File: config.mk
export PLATFORM = sky130hd
export DESIGN_NAME = sif_regs
export DESIGN_NICKNAME = d
export VERILOG_FILES = /design/src/hw/sif_pkg.sv /design/src/hw/sif_fifo.sv /design/src/hw/sif_regs.sv
export VERILOG_INCLUDE_DIRS = /design/src /design/src/hw
export SDC_FILE = /design/constraint.sdc
export NUM_CORES = 1
export LEC_CHECK = 0
export BUFFER_PORTS_ARGS = -buffer_cell sky130_fd_sc_hd__clkbuf_2
export CORE_MARGIN = 2
export CORE_UTILIZATION = 45
export DETAILED_ROUTE_END_ITERATION = 8
export PLACE_DENSITY_LB_ADDON = 0.08
export RECOVER_POWER = 100
export SLEW_MARGIN = 25
export SYNTH_ARGS = -nofsm -noshare
export SYNTH_HDL_FRONTEND = slang
export SYNTH_SLANG_ARGS = --single-unit
File: constraint.sdc
create_clock -name i_sys_clk -period 6 [get_ports i_sys_clk]
set_input_delay 0.6 -clock i_sys_clk [delete_from_list [all_inputs] [get_ports i_sys_clk]]
set_output_delay 0.6 -clock i_sys_clk [all_outputs]
set_load 0.005 [all_outputs]
File: src/hw/sif_defs.svh
// register map, field positions, reset values and codes of the sensor register bank
// assumes one clock domain; addresses are the byte offsets of the serial register port
`ifndef SIF_DEFS_SVH
`define SIF_DEFS_SVH
`define SIF_A_ICFG 8'h14
`define SIF_A_ISRC 8'h15
`define SIF_A_QCFG 8'h16
`define SIF_A_QCNT 8'h17
`define SIF_A_QSEL 8'h18
`define SIF_A_RSV0 8'h1C
`define SIF_A_TLO 8'h1D
`define SIF_A_TMI 8'h1E
`define SIF_A_THI 8'h1F
`define SIF_A_PLO 8'h20
`define SIF_A_PMI 8'h21
`define SIF_A_PHI 8'h22
`define SIF_A_RSV1 8'h23
`define SIF_A_RSV4 8'h26
`define SIF_A_IFLG 8'h27
`define SIF_A_STAT 8'h28
`define SIF_A_QDAT 8'h29
`define SIF_A_NROW 8'h2B
`define SIF_A_NLO 8'h2C
`define SIF_A_NHI 8'h2D
`define SIF_A_PATH 8'h30
`define SIF_A_COEF 8'h31
`define SIF_ICFG_RST 8'h35
`define SIF_PATH_RST 8'h03
`define SIF_RES_RST 8'h7F
`define SIF_QDAT_RST 8'h7F
`define SIF_ISRC_MASK 8'h0F
`define SIF_QCFG_MASK 8'h3F
`define SIF_QSEL_MASK 8'h1F
`define SIF_NROW_MASK 8'h7F
`define SIF_PATH_MASK 8'hFC
`define SIF_COEF_MASK 8'h3F
`define SIF_B_MODE 0
`define SIF_B_POL 1
`define SIF_B_OD 2
`define SIF_B_EN 3
`define SIF_B_QMODE 5
`define SIF_F_POR 4
`define SIF_B_RDY 1
`define SIF_B_ERR 2
`define SIF_B_FLUSH 2
`define SIF_B_SH_T 3
`define SIF_B_FI_T 4
`define SIF_B_SH_P 5
`define SIF_B_FI_P 6
`define SIF_B_OOR 7
`define SIF_FS_OFF 2'h0
`define SIF_FS_P 2'h2
`define SIF_FS_PT 2'h3
`endif

File: src/hw/sif_pkg.sv
// types shared by the sensor register bank and its queue
// assumes the defs header is included by the files that need numbers
package sif_pkg;
  // one conversion result, before and after the low-pass filter
  typedef struct packed {
    logic [23:0] raw_t;
    logic [23:0] filt_t;
    logic [23:0] raw_p;
    logic [23:0] filt_p;
  } sif_sample_t;
  // one stored queue frame
  typedef struct packed {
    logic [23:0] press;
    logic [23:0] temp;
  } sif_frame_t;
  // settings handed to the measurement and filter logic
  typedef struct packed {
    logic [2:0] iir_t;
    logic [2:0] iir_p;
    logic flush;
    logic oor_post;
    logic [3:0] pad_drv;
    logic [5:0] row;
    logic prog_en;
    logic [15:0] word;
  } sif_cfg_t;
endpackage : sif_pkg

File: src/hw/sif_fifo.sv
// synchronous frame queue with valid/ready on both sides
// assumes one clock; a push into a full queue is taken only with a pop in the same cycle
`timescale 1ns/10ps
`default_nettype none
module sif_fifo #(
  parameter int WIDTH = 48,
  parameter int DEPTH = 16
) (
  input wire logic i_sys_clk,
  input wire logic i_reset,
  input wire logic i_in_valid,
  output logic o_in_ready,
  input wire logic [WIDTH-1:0] i_in_data,
  output logic o_out_valid,
  input wire logic i_out_ready,
  output logic [WIDTH-1:0] o_out_data,
  output logic [$clog2(DEPTH):0] o_count
);
  localparam int AW = $clog2(DEPTH);
  // refuse depths that the wrapping pointers cannot serve
  if (DEPTH < 2 || (1 << AW) != DEPTH) begin : g_bad_depth
    $error("sif_fifo depth must be a power of two");
  end
  logic [WIDTH-1:0] mem [DEPTH];
  logic [AW-1:0] wp_reg;
  logic [AW-1:0] rp_reg;
  logic [AW:0] cnt_reg;
  logic push;
  logic pop;
  // full still accepts when a pop frees a slot in the same cycle
  assign o_out_valid = (cnt_reg != '0);
  assign o_in_ready = (cnt_reg != (AW + 1)'(DEPTH)) || i_out_ready;
  assign push = i_in_valid && o_in_ready;
  assign pop = o_out_valid && i_out_ready;
  assign o_out_data = mem[rp_reg];
  assign o_count = cnt_reg;
  // storage has no reset, only the pointers and the fill level do
  always_ff @(posedge i_sys_clk) begin
    if (push) begin
      mem[wp_reg] <= i_in_data;
    end
  end
  // pointers and fill level
  always_ff @(posedge i_sys_clk) begin
    if (i_reset) begin
      wp_reg <= '0;
      rp_reg <= '0;
      cnt_reg <= '0;
    end else begin
      if (push) wp_reg <= wp_reg + 1'b1;
      if (pop) rp_reg <= rp_reg + 1'b1;
      cnt_reg <= cnt_reg + (AW + 1)'(push) - (AW + 1)'(pop);
    end
  end
endmodule : sif_fifo
`default_nettype wire

File: src/hw/sif_regs.sv
// sensor register bank: interrupt pin, queue, results, nonvolatile and filter settings
// assumes a one-cycle register port from the serial front end and a conversion engine
`timescale 1ns/10ps
`default_nettype none
`include "sif_defs.svh"
module sif_regs import sif_pkg::*; #(
  parameter int DEPTH = 16
) (
  input wire logic i_sys_clk,
  input wire logic i_reset,
  input wire logic [7:0] i_reg_addr,
  input wire logic i_reg_wr,
  input wire logic [7:0] i_reg_wdata,
  input wire logic i_reg_rd,
  output logic [7:0] o_reg_rdata,
  input wire logic i_conv_busy,
  input wire logic i_sample_valid,
  input wire sif_sample_t i_sample,
  input wire logic i_oor_event,
  input wire logic i_nvm_rdy,
  input wire logic i_nvm_cmd,
  input wire logic i_nvm_err,
  input wire logic i_int_in,
  output logic o_int_out,
  output logic o_int_oe_n,
  output sif_cfg_t o_cfg
);
  // the frame count register has six bits
  if (DEPTH > 32 || DEPTH < 2) begin : g_bad_depth
    $error("sif_regs depth must fit the 6-bit count");
  end
  logic [7:0] icfg_reg, isrc_reg, qcfg_reg, qsel_reg;
  logic [7:0] nrow_reg, nlo_reg, nhi_reg, path_reg, coef_reg;
  logic [23:0] temp_reg, press_reg;
  logic [4:0] flags_reg;
  logic rdy_reg, err_reg, boot_reg, full_d_reg, thr_d_reg;
  logic int_act_reg, int_out_reg, int_oe_n_reg;
  logic [7:0] rdata_reg, rdata_next;
  logic [2:0] byte_idx_reg;
  logic [2:0] dec_cnt_reg;
  logic [$clog2(DEPTH):0] qcount;
  logic wr, rd, lock, q_in_ready, q_valid, q_pop, push_want, drop;
  logic ev_full, ev_thr, fire, int_act_next, int_level;
  logic [4:0] ev;
  logic [2:0] last_idx, base_idx;
  sif_frame_t q_frame, q_head;
  logic [47:0] head_bits;

  assign wr = i_reg_wr;
  assign rd = i_reg_rd;
  assign lock = i_conv_busy;

  // host-written settings; these fields take writes even during a conversion
  always_ff @(posedge i_sys_clk) begin
    if (i_reset) begin
      icfg_reg <= `SIF_ICFG_RST;
      isrc_reg <= '0;
      qcfg_reg <= '0;
      qsel_reg <= '0;
    end else if (wr) begin
      if (i_reg_addr == `SIF_A_ICFG) icfg_reg <= i_reg_wdata;
      if (i_reg_addr == `SIF_A_ISRC) isrc_reg <= i_reg_wdata & `SIF_ISRC_MASK;
      if (i_reg_addr == `SIF_A_QCFG) qcfg_reg <= i_reg_wdata & `SIF_QCFG_MASK;
      if (i_reg_addr == `SIF_A_QSEL) qsel_reg <= i_reg_wdata & `SIF_QSEL_MASK;
    end
  end

  // conversion-locked registers: a write in a busy cycle is dropped without trace
  always_ff @(posedge i_sys_clk) begin
    if (i_reset) begin
      nrow_reg <= '0;
      nlo_reg <= '0;
      nhi_reg <= '0;
      path_reg <= `SIF_PATH_RST;
      coef_reg <= '0;
    end else if (wr && !lock) begin
      if (i_reg_addr == `SIF_A_NROW) nrow_reg <= i_reg_wdata & `SIF_NROW_MASK;
      if (i_reg_addr == `SIF_A_NLO) nlo_reg <= i_reg_wdata;
      if (i_reg_addr == `SIF_A_NHI) nhi_reg <= i_reg_wdata;
      if (i_reg_addr == `SIF_A_PATH) begin
        // reserved low bits keep their reset ones
        path_reg <= (i_reg_wdata & `SIF_PATH_MASK) | `SIF_PATH_RST;
      end
      if (i_reg_addr == `SIF_A_COEF) coef_reg <= i_reg_wdata & `SIF_COEF_MASK;
    end
  end

  // result registers follow the pre or post filter value picked per quantity
  always_ff @(posedge i_sys_clk) begin
    if (i_reset) begin
      temp_reg <= {3{`SIF_RES_RST}};
      press_reg <= {3{`SIF_RES_RST}};
    end else if (i_sample_valid) begin
      temp_reg <= path_reg[`SIF_B_SH_T] ? i_sample.filt_t : i_sample.raw_t;
      press_reg <= path_reg[`SIF_B_SH_P] ? i_sample.filt_p : i_sample.raw_p;
    end
  end

  // queue frame and decimation: store one sample, then skip the programmed number
  assign q_frame.temp = path_reg[`SIF_B_FI_T] ? i_sample.filt_t : i_sample.raw_t;
  assign q_frame.press = path_reg[`SIF_B_FI_P] ? i_sample.filt_p : i_sample.raw_p;
  assign push_want = i_sample_valid && (qsel_reg[1:0] != `SIF_FS_OFF)
    && (dec_cnt_reg == '0);
  always_ff @(posedge i_sys_clk) begin
    if (i_reset) begin
      dec_cnt_reg <= '0;
    end else if (i_sample_valid) begin
      dec_cnt_reg <= (dec_cnt_reg >= qsel_reg[4:2]) ? 3'h0 : dec_cnt_reg + 3'h1;
    end
  end

  // stream mode discards the oldest frame to make room; stop mode refuses the new one
  assign drop = push_want && !qcfg_reg[`SIF_B_QMODE]
    && (qcount == ($clog2(DEPTH) + 1)'(DEPTH));
  assign q_pop = q_valid && rd && (i_reg_addr == `SIF_A_QDAT) && (byte_idx_reg == last_idx);

  sif_fifo #(
    .WIDTH(48),
    .DEPTH(DEPTH)
  ) u_queue (
    .i_sys_clk(i_sys_clk),
    .i_reset(i_reset),
    .i_in_valid(push_want),
    .o_in_ready(q_in_ready),
    .i_in_data(q_frame),
    .o_out_valid(q_valid),
    .i_out_ready(q_pop || drop),
    .o_out_data(q_head),
    .o_count(qcount)
  );

  // byte walk over the head frame: temperature bytes first, then pressure
  assign base_idx = (qsel_reg[1:0] == `SIF_FS_P) ? 3'h3 : 3'h0;
  assign last_idx = (qsel_reg[1:0] == `SIF_FS_PT) ? 3'h5 : 3'h2;
  assign head_bits = {q_head.press, q_head.temp};
  always_ff @(posedge i_sys_clk) begin
    if (i_reset || drop) begin
      byte_idx_reg <= '0; // a dropped head restarts the walk
    end else if (q_valid && rd && (i_reg_addr == `SIF_A_QDAT)) begin
      byte_idx_reg <= (byte_idx_reg == last_idx) ? 3'h0 : byte_idx_reg + 3'h1;
    end
  end

  // level edges of full and watermark become one-cycle events
  assign ev_full = (qcount == ($clog2(DEPTH) + 1)'(DEPTH)) && !full_d_reg;
  assign ev_thr = (qcfg_reg[4:0] != 5'h00)
    && (qcount >= ($clog2(DEPTH) + 1)'(qcfg_reg[4:0])) && !thr_d_reg;
  assign ev = {boot_reg, i_oor_event, ev_thr, ev_full, i_sample_valid};
  always_ff @(posedge i_sys_clk) begin
    if (i_reset) begin
      full_d_reg <= 1'b0;
      thr_d_reg <= 1'b0;
      boot_reg <= 1'b1; // reset-done event fires in the first cycle after release
    end else begin
      full_d_reg <= (qcount == ($clog2(DEPTH) + 1)'(DEPTH));
      thr_d_reg <= (qcfg_reg[4:0] != 5'h00)
        && (qcount >= ($clog2(DEPTH) + 1)'(qcfg_reg[4:0]));
      boot_reg <= 1'b0;
    end
  end

  // sticky status flags; a new event in the reading cycle survives the clear
  always_ff @(posedge i_sys_clk) begin
    if (i_reset) begin
      flags_reg <= '0;
    end else if (rd && i_reg_addr == `SIF_A_IFLG) begin
      flags_reg <= ev;
    end else begin
      flags_reg <= flags_reg | ev;
    end
  end

  // nonvolatile status: ready follows the engine, error is taken per new command
  always_ff @(posedge i_sys_clk) begin
    if (i_reset) begin
      rdy_reg <= 1'b1;
      err_reg <= 1'b0;
    end else begin
      rdy_reg <= i_nvm_rdy;
      if (i_nvm_cmd) err_reg <= i_nvm_err;
    end
  end

  // interrupt: enabled causes and reset-done fire it; latched holds, pulsed is one cycle
  assign fire = (|(ev[3:0] & isrc_reg[3:0])) || ev[`SIF_F_POR];
  always_comb begin
    if (fire) begin
      int_act_next = 1'b1;
    end else if (icfg_reg[`SIF_B_MODE] && !(rd && i_reg_addr == `SIF_A_IFLG)) begin
      int_act_next = int_act_reg;
    end else begin
      int_act_next = 1'b0;
    end
  end
  assign int_level = (int_act_next && icfg_reg[`SIF_B_EN])
    ? icfg_reg[`SIF_B_POL] : !icfg_reg[`SIF_B_POL];
  // open drain only pulls low; the high level is left to the board pull-up
  always_ff @(posedge i_sys_clk) begin
    if (i_reset) begin
      int_act_reg <= 1'b0;
      // reset config is open drain and disabled, so the pin starts released
      int_out_reg <= 1'b0;
      int_oe_n_reg <= 1'b1;
    end else begin
      int_act_reg <= int_act_next;
      int_out_reg <= icfg_reg[`SIF_B_OD] ? 1'b0 : int_level;
      int_oe_n_reg <= icfg_reg[`SIF_B_OD] ? int_level : 1'b0;
    end
  end

  // read mux; reserved registers, bits and unmapped addresses read zero, except the two reserved low path bits, which read one
  always_comb begin
    rdata_next = 8'h00;
    unique case (i_reg_addr)
      `SIF_A_ICFG: rdata_next = icfg_reg;
      `SIF_A_ISRC: rdata_next = isrc_reg;
      `SIF_A_QCFG: rdata_next = qcfg_reg;
      `SIF_A_QCNT: rdata_next = {2'h0, 6'(qcount)};
      `SIF_A_QSEL: rdata_next = qsel_reg;
      `SIF_A_TLO: rdata_next = temp_reg[7:0];
      `SIF_A_TMI: rdata_next = temp_reg[15:8];
      `SIF_A_THI: rdata_next = temp_reg[23:16];
      `SIF_A_PLO: rdata_next = press_reg[7:0];
      `SIF_A_PMI: rdata_next = press_reg[15:8];
      `SIF_A_PHI: rdata_next = press_reg[23:16];
      `SIF_A_IFLG: rdata_next = {3'h0, flags_reg};
      `SIF_A_STAT: begin
        rdata_next[`SIF_B_RDY] = rdy_reg;
        rdata_next[`SIF_B_ERR] = err_reg;
      end
      `SIF_A_QDAT: begin
        rdata_next = q_valid
          ? head_bits[8 * (32'(byte_idx_reg) + 32'(base_idx)) +: 8]
          : `SIF_QDAT_RST;
      end
      `SIF_A_NROW: rdata_next = nrow_reg;
      `SIF_A_NLO: rdata_next = nlo_reg;
      `SIF_A_NHI: rdata_next = nhi_reg;
      `SIF_A_PATH: rdata_next = path_reg;
      `SIF_A_COEF: rdata_next = coef_reg;
      default: rdata_next = 8'h00;
    endcase
  end
  always_ff @(posedge i_sys_clk) begin
    if (i_reset) begin
      rdata_reg <= `SIF_QDAT_RST;
    end else if (rd) begin
      rdata_reg <= rdata_next;
    end
  end

  assign o_reg_rdata = rdata_reg;
  assign o_int_out = int_out_reg;
  assign o_int_oe_n = int_oe_n_reg;
  // settings for the filter and nonvolatile engines, straight from the registers
  assign o_cfg.iir_t = coef_reg[2:0];
  assign o_cfg.iir_p = coef_reg[5:3];
  assign o_cfg.flush = path_reg[`SIF_B_FLUSH];
  assign o_cfg.oor_post = path_reg[`SIF_B_OOR];
  assign o_cfg.pad_drv = icfg_reg[7:4];
  assign o_cfg.row = nrow_reg[5:0];
  assign o_cfg.prog_en = nrow_reg[6];
  assign o_cfg.word = {nhi_reg, nlo_reg};
endmodule : sif_regs
`default_nettype wire

Word-level counts from Yosys, hierarchy flattened --
Memory sizes are Yosys's and may differ from the RTL's. A register that Yosys moved wholly into a read port is not among the register bits. Index checks and enable logic that the tools add are counted.
Storage, ports and cells: register bits 146, bits in writable memories 768, bits of input ports 123, output and inout port bits 45, memories kept 1
Memory list:
- u_queue.mem | words 16, bits a word 48, read ports 1, clocked after Yosys merged registers in 1, write ports 1, RTL line sif_fifo.sv:24 | logic [WIDTH-1:0] mem [DEPTH];
Operators by class: add/subtract/negate cells 7, $lt $le $gt $ge 2, eq/ne operators 24, shift operators 1, multiplexer cells 22, bitwise logic cells 2, reductions and logical operators 41
Operators with widths (count):
- two-way mux 24 bit | 4
- case mux 5 bit (18 select lines) | 1
- == test 8 x 6 -> 1 bit, second input constant | 11
- == test 8 x 5 -> 1 bit, second input constant | 8
- variable part select 48 x 8 -> 8 bit | 1
- case mux 2 bit (19 select lines) | 1
- case mux 1 bit (18 select lines) | 1
- AND reduction 2 bit | 9
- logical AND 1 bit | 16
- nonzero test 5 bit | 2
- two-way mux 3 bit | 3
- adder 4 x 1 -> 4 bit, second input constant | 2
- two-way mux 4 bit | 2
- two-way mux 8 bit | 1
- two-way mux 1 bit | 7
- adder 3 x 1 -> 3 bit, second input constant | 2
- logical NOT 1 bit | 6
- adder 5 x 1 -> 5 bit | 1
- == test 5 bit, second input constant | 1
- >= comparator 5 bit | 1
- two-way mux 5 bit | 1
- inequality test 5 bit, second input constant | 1
- OR 5 bit | 1
- subtractor 5 x 1 -> 5 bit | 1
- 11 further kinds | 15

Longest topological paths before layout --
word-level depth 10, gate-level depth with buffers 16, depth with buffers taken out 15

Hierarchy --
Synthesis repeated with hierarchy kept, for this count alone.
Unflattened totals: cells, all modules 2225, area, all modules 37573.5 sq um
By module, submodules not included:
- sif_fifo | times used 1, cells an instance 1281, area each 29540.8 sq um, seq. area each 23402.4 sq um
- sif_regs | times used 1, cells an instance 944, area each 8032.7 sq um, seq. area each 2662.6 sq um

Least setup slack after synthesis --
Ideal clock, no wire load.
path type input-to-reg, from in i_reg_addr[4], to mem u_queue.mem[0][0] (enable), library setup time 0.513 ns, arrival 5.672 ns, required time 5.487 ns, setup slack -0.185 ns, cell stages on the path 8, cells stage by stage or4b_1 or4_1 buf_2 o32ai_4 o21ba_1 buf_4 nand2_1 nor3_1
Between the ends: cells in the longest elaborated chain, start to end 8
Ends and longest elaborated chain:
- start: declaration | RTL line sif_regs.sv:11 | input wire logic [7:0] i_reg_addr,
- == test 8 x 6 -> 1 bit
- logical AND 1 bit (2 in series) | RTL line sif_regs.sv:115 | assign q_pop = q_valid && rd && (i_reg_addr == `SIF_A_QDAT) && (byte_idx_reg == last_idx);
- logical OR 1 bit | RTL line sif_regs.sv:127 | .i_out_ready(q_pop || drop),
- logical OR 1 bit | RTL line sif_fifo.sv:32 | assign o_in_ready = (cnt_reg != (AW + 1)'(DEPTH)) || i_out_ready;
- logical AND 1 bit | RTL line sif_fifo.sv:33 | assign push = i_in_valid && o_in_ready;
- net u_queue.push | RTL line sif_fifo.sv:28 | logic push;
- two-way mux 1 bit | RTL line sif_fifo.sv:39 | if (push) begin
- two-way mux 1 bit (not written as such) | RTL line sif_fifo.sv:40 | mem[wp_reg] <= i_in_data;
- end: declaration | RTL line sif_fifo.sv:24
The timed path passes the listed nets, and every way through them passes these cells.

Worst setup path after layout --
from reg u_queue.cnt_reg[3], in the netlist u_queue.o_count[3], to mem u_queue.mem[14][4] (enable)
Between the ends: cells in the longest elaborated chain, start to end 9, elaborated cells on any way between the ends 12, classes of those cells 2 x eq/ne; 2 x mux; 8 x reduce/logical
Ends and longest elaborated chain:
- start: declaration | RTL line sif_fifo.sv:27 | logic [AW:0] cnt_reg;
- start signal: assignment | RTL line sif_fifo.sv:52 | cnt_reg <= cnt_reg + (AW + 1)'(push) - (AW + 1)'(pop);
- nonzero test 5 bit | RTL line sif_fifo.sv:31 | assign o_out_valid = (cnt_reg != '0);
- logical AND 1 bit (3 in series) | RTL line sif_regs.sv:115
- logical OR 1 bit | RTL line sif_regs.sv:127
- logical OR 1 bit * | RTL line sif_fifo.sv:32
- logical AND 1 bit * | RTL line sif_fifo.sv:33
- two-way mux 1 bit * | RTL line sif_fifo.sv:39
- two-way mux 1 bit (not written as such) * | RTL line sif_fifo.sv:40
Mark *: on every way between the ends. The rest lies on a longest branch, timed or not.

==> impl_metrics.csv <==
group,metric,value,unit
run_status,status,"finished with violations",
run_status,violations,"max-capacitance violations, max-slew violations",
global_route,grt_pass1_wl,150000,um
power_and_ir_drop,comb_power_share,2.6,%
synth,synth_most_common_cell,"edfxtp_1",
routing,drc_errors,0,
clock_network,numCtsBuffers,95,
critical_path,path_class,"flip-flop to flip-flop",
clock_network,cts.reportedPaths.clkPinSlew,0.06,ns
timing,layout_min_cycle_time,4.90,ns
place,port_buffers,166,
synth,synth_warnings,0,
timing,finalSetupTns,0,ns
routing,wl_per_cell,29.4,um
critical_path,path_cells,"inv_1, ha_1, nor4b_1, clkbuf_1, or4_1, o32ai_1, o21ba_1, nand2_1, nor2_1, clkbuf_2",
power_and_ir_drop,power.density,307,nW/um^2
clock_network,clk_latency,0.65,ns
cells_and_area,antenna_cells,0,
synth,synth_area_per_cell,16.9,sq um
clock_network,postCtsHoldBufs,0,
floorplanning,io_pins,168,
power_and_ir_drop,p_sw_share,20.8,%
routing,drtPass1Iterations,5,
cells_and_area,final_layout_size_suffix_gt1_share,22.8,%
global_route,grt_util_all_layers,24.3,%
critical_path,worstPathRequired,6.25,ns
power_and_ir_drop,power_frac_clock,44.3,%
cells_and_area,postLayoutCoreUtil,51.8,%
synth,synthFlopType,"edfxtp_1",
clock_network,clock_path_buffers,3,
cells_and_area,fin_cells,3543,
place,dp_hpwl,66800,um
critical_path,end_kind,"flip-flop",
routing,vias_per_cell,6.03,
power_and_ir_drop,power_switching,2.72,mW
timing,setup_viol,0,
job,max_cap_violations,4,
floorplanning,row_count,105,
cells_and_area,register_area,26100,sq um
clock_network,cts_tree,"yes",
synth,syn_nets,2361,
clock_network,ctsResizeCount,0,
timing,finalHoldViolations,0,
synth,synth_area_leader_cell,"edfxtp_1",
critical_path,critPathLaunchType,"flip-flop",
timing,post-route-period-util,81.7,%
synth,ys_top_cells_by_area,"edfxtp_1, mux4_2, dfxtp_1, mux2i_1, nand2_1",
floorplanning,die_y,292,um
synth,ys_async_sr_fraction,0,%
critical_path,slowest_delay,0.93,ns
routing,vias,21353,
global_route,antenna_found_initial,3,
power_and_ir_drop,seq_power_share,53.2,%
routing,antenna_left,0,
synth,synth-edff-count,768,
global_route,first_global_vias,21169,
floorplanning,start_util,45.5,%
cells_and_area,multiInputGateArea,10600,sq um
critical_path,cp.arrival,5.15,ns
synth,synth_cells,2212,
cells_and_area,fillers,6717,
synth,synthTopCellsByCount,"edfxtp_1, mux4_2, nand2_1",
timing,holdWs,0.179,ns
power_and_ir_drop,ir_drop,0.242,mV
global_route,gr-total-overflow,0,
timing,worst_slack,1.10,ns
place,place_congestion,0.929,
floorplanning,core,82100,sq um
synth,synth-seq-area-share,69.7,%
routing,drt_iter0_markers,2272,
timing,max_slew.worst_pin.slew,3.61,ns
timing,rsz0062_at_grt,"no",
power_and_ir_drop,power_leakage,13.6,nW
floorplanning,die_w,292,um
power_and_ir_drop,p_int,10.3,mW
critical_path,slowest_stage,"clkbuf_2",
synth,yosys.area.top_type_share,61.7,%
cells_and_area,area_growth,13.9,%
timing,skew,0.0301,ns
cells_and_area,finalNetCount,2546,
clock_network,cts.sinks,918,
clock_network,cts_setup_buffers,0,
global_route,grt_max_degree,103,
routing,wl,104000,um
min_path,hold_class,"input pin to flip-flop",
floorplanning,die_area,85400,sq um
clock_network,cts_root_buffer,"clkbuf_16",
synth,ys_types,72,
place,pre_cts_ws,1.17,ns
critical_path,cp_max_fo,30,
synth,ys_ff_latch,918,
cells_and_area,largest_register_ffs,768,
timing,relSlewSlack,-141,%
place,dp.cells,3370,
synth,netlist_area,37400,sq um
timing,slew_viol_final,160,
timing,timing.fmax,204,MHz
clock_network,htreeDepth,3,
[power by group through the flow]
stage / Sequential (mW) / Combinational [mW] / Clock, mW
after floorplan: 7.07 / 0.169 / 0
after global placement: 7.08 / 0.329 / 0
after detailed placement: 7.08 / 0.338 / 0
after CTS: 6.94 / 0.339 / 5.89
after global routing: 6.95 / 0.362 / 6.14
final: 6.95 / 0.335 / 5.79
[worst paths after layout]
path	slack [ns]	start	cells past startpoint	to
worst min-delay path	0.18	i_nvm_rdy	2	rdy_reg$_SDFF_PP1_
worst max-delay path	1.10	u_queue.o_count[3]$_SDFF_PP0_	10	u_queue.mem[14][4]$_DFFE_PP_
worst min register to register	0.47	temp_reg[22]$_SDFFE_PP1P_	2	temp_reg[22]$_SDFFE_PP1P_
worst max register to register	1.10	u_queue.o_count[3]$_SDFF_PP0_	10	u_queue.mem[14][4]$_DFFE_PP_
[per-layer routing]
layer	vias to the layer above	wire length (um)	track usage (%)
met3	146	6390	3.24
li1	9157	-	-
met1	11222	46300	35.7
met5	-	0	0
met2	828	49200	38.9
met4	0	2260	5.57
[logic make-up after synthesis]
logic type | synth area share [%]
compound gates | 4.98
xor+xnor | 0.328
fa+ha+maj | 0.911
buf+inv | 1.95
flops | 69.7
mux | 16.7
simple gates | 5.34
[area by class of cell]
type / count / share of cell area, %
Sequential cell: 918 / 61.3
Clock inverter: 59 / 1.25
Timing Repair Buffer: 234 / 3.32
Tap cell: 1070 / 3.15
Clock buffer: 114 / 5.90
Multi-Input combinational cell: 1122 / 24.9
Inverter: 26 / 0.229
[placed cells by master (no fill, tap or decap), types with 8 or more instances in the layout]
master     synthesis  layout
a22o_1             9       9
a221oi_1          14      14
mux2_1             0      48
edfxtp_1         768     768
mux2i_1           92      92
mux4_2           209     209
clkinv_2           0      18
nand2_1          188     188
xor2_1             8       8
nor2_1           102      96
buf_4             10      39
nor3_1            23      24
a22oi_1           43      43
nand3_1           60      60
nand4_1           10      10
inv_1             24      24
ha_1              24      24
nor2b_1           11      11
clkinv_1           2      26
buf_12             0      13
dfxtp_1          150     144
o21ai_0           66      66
a21oi_1           77      77
clkbuf_2           0     142
bufinv_16          0       8
a211oi_1          13      13
clkbuf_16          0      96
mux2_2            56       8
and3_1             8       8
a31oi_1            8       8
clkbuf_1          75      54
[critical path: cells and delay by family, from the launching register on]
family	cells	cell delay (ns)
adder cells (fa/ha/maj)	1	0.21
AO/OA/AOI/OAI	2	1.19
flip-flops	1	0.41
AND/OR/NAND/NOR	4	1.33
buffers and inverters	3	1.32
[through the flow]
stage | instance area (sq um) | power [mW]
after floorplan | 37400 | 7.24
after global placement | 39700 | 7.41
after detailed placement | 39700 | 7.42
after CTS | 42800 | 13.2
after global routing | 42600 | 13.4
final | 42600 | 13.1
Power figures use the tool's default switching activity.
